<file path="src/eau_map.svh">
/*
  Address map, register offsets, field positions and reset values of the
  effective-address unit. Assumes inclusion by bare name from a package
  or module; it holds definitions only.
*/
`ifndef EAU_MAP_SVH
`define EAU_MAP_SVH

// ****************************************************************
// Internal memory map.
// ****************************************************************
`define EAU_RAM_FIRST    16'h0000
`define EAU_RAM_LAST     16'h0BFF
`define EAU_SFR_BASE     16'h3F00
`define EAU_SFR_LAST     16'h3FFF
`define EAU_ROM_FIRST    16'h4000
`define EAU_ROM_LAST     16'hFFFF

// ****************************************************************
// Register offsets on the AXI4-Lite bus.
// ****************************************************************
`define EAU_OFS_MEMCTL   5'h00
`define EAU_OFS_AREACTL  5'h04
`define EAU_OFS_STATUS   5'h08
`define EAU_OFS_LASTADDR 5'h0C
`define EAU_OFS_PC       5'h10

// ****************************************************************
// Field positions and reset values.
// ****************************************************************
`define EAU_BIT_EXTMEM   0
`define EAU_BIT_CSEXT    0
`define EAU_BIT_SINGLE   0
`define EAU_BIT_PIN      1
`define EAU_BIT_FAULT    2
`define EAU_BIT_LASTVLD  3
`define EAU_PC_RESET     19'h00000
`define EAU_RESP_OKAY    2'h0
`define EAU_RESP_SLVERR  2'h2

`endif

</file>
<file path="src/eau_pkg.sv">
/*
  Types shared by the effective-address unit: modes, operand sizes,
  instruction classes, memory regions and the request and result carriers.
  Assumes the map header is on the include path.
*/
package eau_pkg;

  // ****************************************************************
  // Enumerations.
  // ****************************************************************
  typedef enum logic [3:0] {
    MD_REG_DIRECT, MD_IMMEDIATE, MD_REG_INDIRECT, MD_REG_REL, MD_PC_REL,
    MD_SP_REL, MD_ABSOLUTE, MD_RAM_SHORT, MD_IO_SHORT, MD_REUSE_LAST
  } eau_mode_t;

  typedef enum logic [2:0] {
    SZ_4, SZ_7, SZ_8, SZ_11, SZ_12, SZ_16, SZ_18
  } eau_size_t;

  typedef enum logic [2:0] {
    CL_BYTE_XFER, CL_WORD_XFER, CL_ALU, CL_BRANCH, CL_OTHER
  } eau_class_t;

  typedef enum logic [1:0] {
    RG_RAM, RG_SFR, RG_ROM, RG_NONE
  } eau_region_t;

  // ****************************************************************
  // Carriers.
  // ****************************************************************
  typedef struct packed {
    logic        valid;
    eau_mode_t   mode;
    eau_size_t   size;
    eau_class_t  cls;
    logic        areg_sel;
    logic [18:0] operand;
  } eau_req_t;

  typedef struct packed {
    logic        valid;
    logic        mem;
    logic        fault;
    logic        word;
    logic        half;
    eau_region_t region;
    logic [17:0] addr;
    logic [15:0] addr_next;
    logic [15:0] imm;
  } eau_ea_t;

endpackage : eau_pkg

</file>
<file path="src/eau_unit.sv">
/*
  Effective-address unit of an 8-bit CPU core with its single-chip memory
  decode and a small AXI4-Lite register set. Assumes the decoder presents
  one request per cycle on the core clock and holds the address register,
  stack pointer values valid in that cycle.
*/
// Our own choices: register access over AXI4-Lite and the placing of the registers.
// Summary of operation
// - Indirect mode uses full address register.
// - Register-relative adds 8/16-bit displacement.
// - Branches add displacement to PC, 18+H.
// - Stack-relative adds 4/8/16-bit displacement to SP.
// - Absolute takes 8/12/16-bit; 18-bit branches only.
// - RAM short reaches lowest 256 bytes.
// - I/O short adds operand to SFR base.
// - Handy reuses last address, transfers only.
// - PC displacements count in half-byte units.
// - ALU operands: register direct, immediate only.
// - Seven modes serve memory transfers.
// - Immediate operand taken without memory access.
// - Register direct generates no memory address.
// - Single-chip decodes internal RAM, SFR area and ROM only.
// - SFR area spans 3F00 through 3FFF.
// - Nineteen-bit PC, LSB selects half byte.
`timescale 1ns/1ns
`default_nettype none
`include "eau_map.svh"

module eau_unit
  import eau_pkg::*;
#(
  parameter logic [15:0] RAM_LAST  = `EAU_RAM_LAST,
  parameter logic [15:0] ROM_FIRST = `EAU_ROM_FIRST
) (
  // Clock and reset.
  input  wire logic        i_core_clk,
  input  wire logic        i_sys_rst,
  // Decoder request and register values.
  input  wire eau_req_t    i_req,
  input  wire logic [15:0] i_a0,
  input  wire logic [15:0] i_a1,
  input  wire logic [15:0] i_sp,
  input  wire logic        i_pc_load,
  input  wire logic [18:0] i_pc_value,
  // Device pin.
  input  wire logic        i_memory_mode_pin,
  // Result towards the memory bus.
  output eau_ea_t          o_ea,
  output logic [18:0]      o_pc,
  output logic             o_single_chip,
  // AXI4-Lite slave.
  input  wire logic [4:0]  i_awaddr,
  input  wire logic        i_awvalid,
  output logic             o_awready,
  input  wire logic [31:0] i_wdata,
  input  wire logic [3:0]  i_wstrb,
  input  wire logic        i_wvalid,
  output logic             o_wready,
  output logic [1:0]       o_bresp,
  output logic             o_bvalid,
  input  wire logic        i_bready,
  input  wire logic [4:0]  i_araddr,
  input  wire logic        i_arvalid,
  output logic             o_arready,
  output logic [31:0]      o_rdata,
  output logic [1:0]       o_rresp,
  output logic             o_rvalid,
  input  wire logic        i_rready
);

  // ****************************************************************
  // Elaboration checks.
  // ****************************************************************
  if (RAM_LAST >= `EAU_SFR_BASE || ROM_FIRST <= `EAU_SFR_LAST) begin : g_bad_map
    $error("RAM or ROM bounds overlap the special function area.");
  end

  // ****************************************************************
  // Functions.
  // ****************************************************************
  function automatic logic [15:0] sext(input logic [18:0] op, input eau_size_t sz);
    unique case (sz)
      SZ_4:    sext = {{12{op[3]}}, op[3:0]};
      SZ_7:    sext = {{9{op[6]}}, op[6:0]};
      SZ_8:    sext = {{8{op[7]}}, op[7:0]};
      SZ_11:   sext = {{5{op[10]}}, op[10:0]};
      SZ_12:   sext = {{4{op[11]}}, op[11:0]};
      default: sext = op[15:0];
    endcase
  endfunction : sext

  function automatic logic [15:0] zext(input logic [18:0] op, input eau_size_t sz);
    unique case (sz)
      SZ_4:    zext = {12'h000, op[3:0]};
      SZ_8:    zext = {8'h00, op[7:0]};
      SZ_12:   zext = {4'h0, op[11:0]};
      default: zext = op[15:0];
    endcase
  endfunction : zext

  function automatic eau_region_t region_of(input logic [15:0] a);
    if (a <= RAM_LAST) begin
      region_of = RG_RAM;
    end else if (a >= `EAU_SFR_BASE && a <= `EAU_SFR_LAST) begin
      region_of = RG_SFR;
    end else if (a >= ROM_FIRST) begin
      region_of = RG_ROM;
    end else begin
      region_of = RG_NONE;
    end
  endfunction : region_of

  // ****************************************************************
  // State.
  // ****************************************************************
  logic        pin_meta_reg;
  logic        pin_sync_reg;
  logic        ext_flag_reg;
  logic        cs_ext_reg;
  logic        fault_seen_reg;
  logic [15:0] last_addr_reg;
  logic        last_vld_reg;
  logic [18:0] pc_reg;
  eau_ea_t     ea_reg;
  logic        single_reg;
  logic        aw_hold_reg;
  logic        w_hold_reg;
  logic [4:0]  awaddr_reg;
  logic [31:0] wdata_reg;
  logic        wstrb0_reg;

  // ****************************************************************
  // Address calculation.
  // ****************************************************************
  wire eau_mode_t  mode     = i_req.mode;
  wire eau_size_t  size     = i_req.size;
  wire eau_class_t cls      = i_req.cls;
  wire [15:0]      areg     = i_req.areg_sel ? i_a1 : i_a0;
  wire [15:0]      disp     = sext(i_req.operand, size);
  wire [15:0]      a_ind    = areg;
  wire [15:0]      a_rel    = areg + disp;
  wire [15:0]      a_sp     = i_sp + disp;
  wire [15:0]      a_abs    = zext(i_req.operand, size);
  wire [15:0]      a_ram    = {8'h00, i_req.operand[7:0]};
  wire [15:0]      a_io     = `EAU_SFR_BASE + {8'h00, i_req.operand[7:0]};
  // Displacements count half bytes, so the PC sum carries the H bit at bit 0.
  wire [18:0]      pc_disp  = {{3{disp[15]}}, disp};
  wire [18:0]      pc_tgt   = pc_reg + pc_disp;
  wire             abs18    = (mode == MD_ABSOLUTE) && (size == SZ_18);
  wire [18:0]      br_tgt   = abs18 ? i_req.operand : pc_tgt;

  wire [15:0] data_addr =
      (mode == MD_REG_INDIRECT) ? a_ind :
      (mode == MD_REG_REL)      ? a_rel :
      (mode == MD_SP_REL)       ? a_sp  :
      (mode == MD_ABSOLUTE)     ? a_abs :
      (mode == MD_RAM_SHORT)    ? a_ram :
      (mode == MD_IO_SHORT)     ? a_io  : last_addr_reg;

  // ****************************************************************
  // Legality and decode.
  // ****************************************************************
  wire is_xfer   = (cls == CL_BYTE_XFER) || (cls == CL_WORD_XFER);
  wire is_branch = (mode == MD_PC_REL) || abs18;
  wire is_mem    = !is_branch && (mode inside {MD_REG_INDIRECT, MD_REG_REL, MD_SP_REL,
                   MD_ABSOLUTE, MD_RAM_SHORT, MD_IO_SHORT, MD_REUSE_LAST});
  wire size_ok   =
      (mode == MD_REG_REL)   ? (size inside {SZ_8, SZ_16}) :
      (mode == MD_PC_REL)    ? (size inside {SZ_4, SZ_7, SZ_11, SZ_12, SZ_16}) :
      (mode == MD_SP_REL)    ? (size inside {SZ_4, SZ_8, SZ_16}) :
      (mode == MD_ABSOLUTE)  ? (size inside {SZ_8, SZ_12, SZ_16, SZ_18}) :
      (mode == MD_IMMEDIATE) ? (size inside {SZ_4, SZ_8, SZ_16}) : 1'b1;
  wire bad_alu   = (cls == CL_ALU) && !(mode inside {MD_REG_DIRECT, MD_IMMEDIATE});
  wire bad_br    = is_branch && (cls != CL_BRANCH);
  wire bad_reuse = (mode == MD_REUSE_LAST) && (!is_xfer || !last_vld_reg);
  wire word      = cls == CL_WORD_XFER;
  // The second byte of a word may sit at an odd address; no alignment check.
  wire [15:0] addr_hi = data_addr + 16'h0001;
  wire single    = !pin_sync_reg && !ext_flag_reg && !cs_ext_reg;
  wire eau_region_t rg_lo = region_of(data_addr);
  wire eau_region_t rg_hi = region_of(addr_hi);
  wire unmapped  = is_mem && single && (rg_lo == RG_NONE || (word && rg_hi == RG_NONE));
  wire fault     = !size_ok || bad_alu || bad_br || bad_reuse || unmapped;
  wire take_mem  = i_req.valid && is_mem && !fault;
  wire take_br   = i_req.valid && is_branch && !fault;

  eau_ea_t ea_next;
  always_comb begin
    ea_next           = '0;
    ea_next.valid     = i_req.valid;
    ea_next.mem       = is_mem;
    ea_next.fault     = fault;
    ea_next.word      = word;
    ea_next.region    = is_mem ? rg_lo : RG_NONE;
    ea_next.addr      = is_branch ? br_tgt[18:1] : (is_mem ? {2'b00, data_addr} : 18'h00000);
    ea_next.half      = is_branch && br_tgt[0];
    ea_next.addr_next = (is_mem && word) ? addr_hi : 16'h0000;
    ea_next.imm       = (mode == MD_IMMEDIATE) ? zext(i_req.operand, size) : 16'h0000;
  end

  // ****************************************************************
  // AXI4-Lite decode.
  // ****************************************************************
  wire aw_take  = i_awvalid && o_awready;
  wire w_take   = i_wvalid && o_wready;
  wire wr_go    = aw_hold_reg && w_hold_reg && !o_bvalid;
  wire ar_take  = i_arvalid && o_arready;
  wire wr_en    = wr_go && wstrb0_reg;
  wire wr_mem   = wr_en && (awaddr_reg == `EAU_OFS_MEMCTL);
  wire wr_area  = wr_en && (awaddr_reg == `EAU_OFS_AREACTL);
  wire wr_stat  = wr_en && (awaddr_reg == `EAU_OFS_STATUS);
  wire wr_known = awaddr_reg inside {`EAU_OFS_MEMCTL, `EAU_OFS_AREACTL, `EAU_OFS_STATUS,
                  `EAU_OFS_LASTADDR, `EAU_OFS_PC};
  wire rd_known = i_araddr inside {`EAU_OFS_MEMCTL, `EAU_OFS_AREACTL, `EAU_OFS_STATUS,
                  `EAU_OFS_LASTADDR, `EAU_OFS_PC};
  wire aw_hold_next = wr_go ? 1'b0 : (aw_hold_reg || aw_take);
  wire w_hold_next  = wr_go ? 1'b0 : (w_hold_reg || w_take);
  wire bvalid_next  = wr_go || (o_bvalid && !i_bready);
  wire rvalid_next  = ar_take || (o_rvalid && !i_rready);
  // A fault in the same cycle as a clear keeps the flag set.
  wire clr_fault    = wr_stat && wdata_reg[`EAU_BIT_FAULT];
  wire fault_next   = (i_req.valid && fault) || (fault_seen_reg && !clr_fault);
  wire [31:0] status_word = {28'h0000000, last_vld_reg, fault_seen_reg,
                             pin_sync_reg, single_reg};
  wire [31:0] rd_word =
      (i_araddr == `EAU_OFS_MEMCTL)   ? {31'h00000000, ext_flag_reg} :
      (i_araddr == `EAU_OFS_AREACTL)  ? {31'h00000000, cs_ext_reg}   :
      (i_araddr == `EAU_OFS_STATUS)   ? status_word                  :
      (i_araddr == `EAU_OFS_LASTADDR) ? {16'h0000, last_addr_reg}    :
      (i_araddr == `EAU_OFS_PC)       ? {13'h0000, pc_reg}           : 32'h00000000;

  // ****************************************************************
  // Pin synchroniser and core state.
  // ****************************************************************
  always_ff @(posedge i_core_clk or posedge i_sys_rst) begin
    if (i_sys_rst) begin
      pin_meta_reg   <= 1'b0;
      pin_sync_reg   <= 1'b0;
      ea_reg         <= '0;
      single_reg     <= 1'b0;
      last_addr_reg  <= 16'h0000;
      last_vld_reg   <= 1'b0;
      pc_reg         <= `EAU_PC_RESET;
      fault_seen_reg <= 1'b0;
    end else begin
      pin_meta_reg   <= i_memory_mode_pin;
      pin_sync_reg   <= pin_meta_reg;
      ea_reg         <= ea_next;
      single_reg     <= single;
      fault_seen_reg <= fault_next;
      if (take_mem) begin
        last_addr_reg <= data_addr;
        last_vld_reg  <= 1'b1;
      end
      if (i_pc_load) begin
        pc_reg <= i_pc_value;
      end else if (take_br) begin
        pc_reg <= br_tgt;
      end
    end
  end

  // ****************************************************************
  // Bus slave state.
  // ****************************************************************
  always_ff @(posedge i_core_clk or posedge i_sys_rst) begin
    if (i_sys_rst) begin
      aw_hold_reg  <= 1'b0;
      w_hold_reg   <= 1'b0;
      awaddr_reg   <= 5'h00;
      wdata_reg    <= 32'h00000000;
      wstrb0_reg   <= 1'b0;
      ext_flag_reg <= 1'b0;
      cs_ext_reg   <= 1'b0;
      o_awready    <= 1'b0;
      o_wready     <= 1'b0;
      o_bvalid     <= 1'b0;
      o_bresp      <= `EAU_RESP_OKAY;
      o_arready    <= 1'b0;
      o_rvalid     <= 1'b0;
      o_rdata      <= 32'h00000000;
      o_rresp      <= `EAU_RESP_OKAY;
    end else begin
      aw_hold_reg <= aw_hold_next;
      w_hold_reg  <= w_hold_next;
      o_awready   <= !aw_hold_next && !bvalid_next;
      o_wready    <= !w_hold_next && !bvalid_next;
      o_bvalid    <= bvalid_next;
      o_rvalid    <= rvalid_next;
      o_arready   <= !rvalid_next;
      if (aw_take) begin
        awaddr_reg <= i_awaddr;
      end
      if (w_take) begin
        wdata_reg  <= i_wdata;
        wstrb0_reg <= i_wstrb[0];
      end
      if (wr_go) begin
        o_bresp <= wr_known ? `EAU_RESP_OKAY : `EAU_RESP_SLVERR;
      end
      if (wr_mem) begin
        ext_flag_reg <= wdata_reg[`EAU_BIT_EXTMEM];
      end
      if (wr_area) begin
        cs_ext_reg <= wdata_reg[`EAU_BIT_CSEXT];
      end
      if (ar_take) begin
        o_rdata <= rd_word;
        o_rresp <= rd_known ? `EAU_RESP_OKAY : `EAU_RESP_SLVERR;
      end
    end
  end

  // ****************************************************************
  // Outputs.
  // ****************************************************************
  assign o_ea          = ea_reg;
  assign o_pc          = pc_reg;
  assign o_single_chip = single_reg;

endmodule : eau_unit
`default_nettype wire
</file>
<file path="config.mk">
export PLATFORM = sky130hd
export DESIGN_NAME = eau_unit
export DESIGN_NICKNAME = d
export VERILOG_FILES = /design/src/eau_pkg.sv /design/src/eau_unit.sv
export VERILOG_INCLUDE_DIRS = /design/src /design/src/src
export SDC_FILE = /design/constraint.sdc
export NUM_CORES = 1
export LEC_CHECK = 0
export BUFFER_PORTS_ARGS = -buffer_cell sky130_fd_sc_hd__buf_2
export CAP_MARGIN = 20
export CORE_MARGIN = 2
export CORE_UTILIZATION = 58
export DETAILED_ROUTE_END_ITERATION = 12
export MAX_ROUTING_LAYER = met4
export PLACE_DENSITY = 0.93
export SETUP_SLACK_MARGIN = 0.05
export SKIP_LAST_GASP = 1
export SLEW_MARGIN = 20
export SYNTH_ARGS = -nofsm -noshare
export SYNTH_HDL_FRONTEND = slang
export SYNTH_SLANG_ARGS = --single-unit
</file>
<file path="constraint.sdc">
create_clock -name i_core_clk -period 6.85 [get_ports i_core_clk]
set_input_delay 0.3425 -clock i_core_clk [delete_from_list [all_inputs] [get_ports i_core_clk]]
set_output_delay 0.3425 -clock i_core_clk [all_outputs]
set_load 0.03 [all_outputs]
</file>
==> run metrics <==
Syn. warnings=0; fin crit period=5760 ps; TritonCTS clock tree=yes; Setup Skew=11.4 ps; Layout Nets=1493; share of cells above drive strength 1=0.248; Crit path required time=7190 ps; row cnt=47; Main synth FF type=dfrtp_1; Sink Count=135; final std cells w/o fill=1524; Synth Register Bits=135; hold crit path type=input pin to register; average wire per standard cell=20.5 µm; die area=17700 µm²; H-tree levels=4; ranking of synthesized cells by area=dfrtp_1, ha_1, o21ai_0; critical-path cell list=buf_2, mux2_2, a22oi_1, nor2_1, a21o_1, ha_1, o211a_1, nor3_1, a311o_1, mux2_1, a221oi_1, o21ai_1, or3_1, nor4_1, xor2_1, a311oi_4, buf_4, mux2i_1; fin crit share=0.841; Remaining Overflow, GRT=0; crit-path max FO=12; Worst Path Arrival=6100 ps; Critical Path Start=i_req[23]; area share of the largest cell type after synthesis=0.349; Mean Syn Cell Area=8.88 µm²; global-route wire length before repair=48900 µm; max reg flops=57; reg-to-reg critical path startpoint=last_addr_reg[0]; maxcap violations=0; area occupied by registers=3380 µm²; overall routing resource usage=0.362; area delta synth->final=18.1%; clock-pin slew on the worst setup and hold paths=60 ps; worst path bufs/invs=2; most frequent cell after synthesis=dfrtp_1; reg-to-reg setup timing slack=2300 ps; clk buf depth=2; Post-synth top cells=dfrtp_1, nand2_1, o21ai_0; largest area contributor in the netlist=dfrtp_1; VDD IR max=160 µV; CP Capture Point=last_addr_reg[14]; core area=16500 µm²; final-report hold violation count=0; Critical Path Start Type=input pin; power per cell area=279 nW/µm²; pin count of the biggest net entering global routing=75; sequential fraction of the synthesis area=0.349; DR vias/cell=6.36; R2R cell count=14; Worst-Margin Slew=963 ps; Tot Pwr=3.19 mW; critical path's slowest cell=a311oi_4; IO Pins=271; hpwl dp=23100 µm; Mapped Cells=1091; Setup TNS=0 ps; vias after detailed routing=9699; Routability Congestion=0.998; initial DRC count=1009; fmax=174 MHz; DR DRC count=0; Synth cell types=88; Pre-antenna DRT Iters=6; final WL=31200 µm; capture point of the worst reg-to-reg path=last_addr_reg[14]; Num CTS Buffers=17; Port Buffers=222; largest stage delay on the critical path=720 ps; Stages on worst setup path=18; cts repair resizes=0; antenna violations before repair=3; Post-synth EDFFs=0; area occupied by multi-input gates=5900 µm²; Synth async-reset ratio=1.00; area of the mapped netlist=9680 µm²; width of the die=133 µm; Min-Delay Path Depth=1; CTS root buf=clkbuf_16; crit path kind=input pin to register; Slew Limit Fails=0; crit-path leading delay family=compound AO/OA/AOI/OAI gates; vias in the first global route=9283; setup violators final=0; clk_lat worst skew=430 ps; Fillers=1257; Leakage Power=5.44 nW; starting density of the core=0.588; status=completed; dpl cells=1488; Final ANT Viol Nets=0; RSZ-0062 raised after global routing=false; crit end category=register; relative slew slack=0.355; die height=133 µm
cell usage in the layout, fill, tap and decap left out, drive strengths merged, types with 10 or more instances in the layout:
| master | count |
|---|---|
| a211oi | 20 |
| a21o | 22 |
| a21oi | 66 |
| a22oi | 18 |
| a31oi | 11 |
| and2 | 23 |
| and3 | 16 |
| buf | 227 |
| clkbuf | 18 |
| conb | 15 |
| dfrtp | 135 |
| ha | 49 |
| inv | 43 |
| mux2 | 41 |
| mux2i | 27 |
| nand2 | 105 |
| nand2b | 11 |
| nand3 | 18 |
| nor2 | 73 |
| nor2b | 10 |
| nor3 | 32 |
| o21a | 17 |
| o21ai | 96 |
| o22ai | 11 |
| xnor2 | 16 |
| xor2 | 18 |
layer usage:
| layer | wire length (µm) | GRT usage | vias up |
|---|---|---|---|
| met5 | 0 | - | - |
| met4 | 1550 | 0.190 | 0 |
| met3 | 3430 | 0.0689 | 127 |
| met2 | 13800 | 0.540 | 692 |
| met1 | 12400 | 0.471 | 4467 |
| li1 | - | - | 4413 |
repair_timing:
item	CTS	global route
hold buffers	1	0
endpoints found under the hold margin	49	0
buffers inserted	0	0
per-stage QoR:
| step | utilization | instance area, µm² | hold WS, ps | worst slack, ps |
|---|---|---|---|---|
| after floorplan | - | 9740 | 331 | 1460 |
| after global placement | 0.658 | 10800 | 338 | 1010 |
| after detailed placement | 0.659 | 10800 | 347 | 974 |
| after CTS | 0.694 | 11400 | 22.6 | 1290 |
| after global routing | 0.694 | 11400 | 18.7 | 912 |
| final | 0.694 | 11400 | 24.4 | 1090 |
cell type report:
cell class	instances	area share
inverter	37	0.0126
sequential	135	0.295
timing repair buffer	228	0.101
tap	220	0.0241
antenna	3	0.000657
multi-input combinational	869	0.516
clock buffer	18	0.0384
clock inverter	14	0.0118
worst register-to-register path, cell delays in order, from the launching register on:
cell and delay (ps):
dfrtp_1 450, a21oi_1 60, nor2_1 110, o221ai_1 160
a221oi_2 630, ha_1 290, and2_1 310, nand4_2 270
nor4_1 310, xor2_1 160, or2_0 220, o31a_1 300
a311oi_4 640, buf_4 290, mux2i_1 250
kinds of logic after synthesis:
kind of cell	after synthesis	synth area share
compound gates	352	0.246
xor+xnor	34	0.0315
fa+ha+maj	52	0.0695
buf+inv	101	0.0477
flops	135	0.349
mux	68	0.0756
other cells	1	0.000387
simple gates	348	0.181
where the power goes:
part / switching (mW) / leakage [nW] / internal (mW)
sequential: 0.136 / 1.73 / 0.937
combinational: 0.780 / 3.44 / 0.451
clock: 0.401 / 0.276 / 0.488
total: 1.32 / 5.44 / 1.88
worst min-delay path by stage:
stage	slack, ps	end	from
floorplan	330	pin_sync_reg	pin_meta_reg
global placement	340	pin_sync_reg	pin_meta_reg
detailed placement	350	pin_sync_reg	pin_meta_reg
CTS	20	pin_meta_reg	i_memory_mode_pin
global route	20	pin_meta_reg	i_memory_mode_pin
finish	20	pin_meta_reg	i_memory_mode_pin
Power figures use the tool's default switching activity.
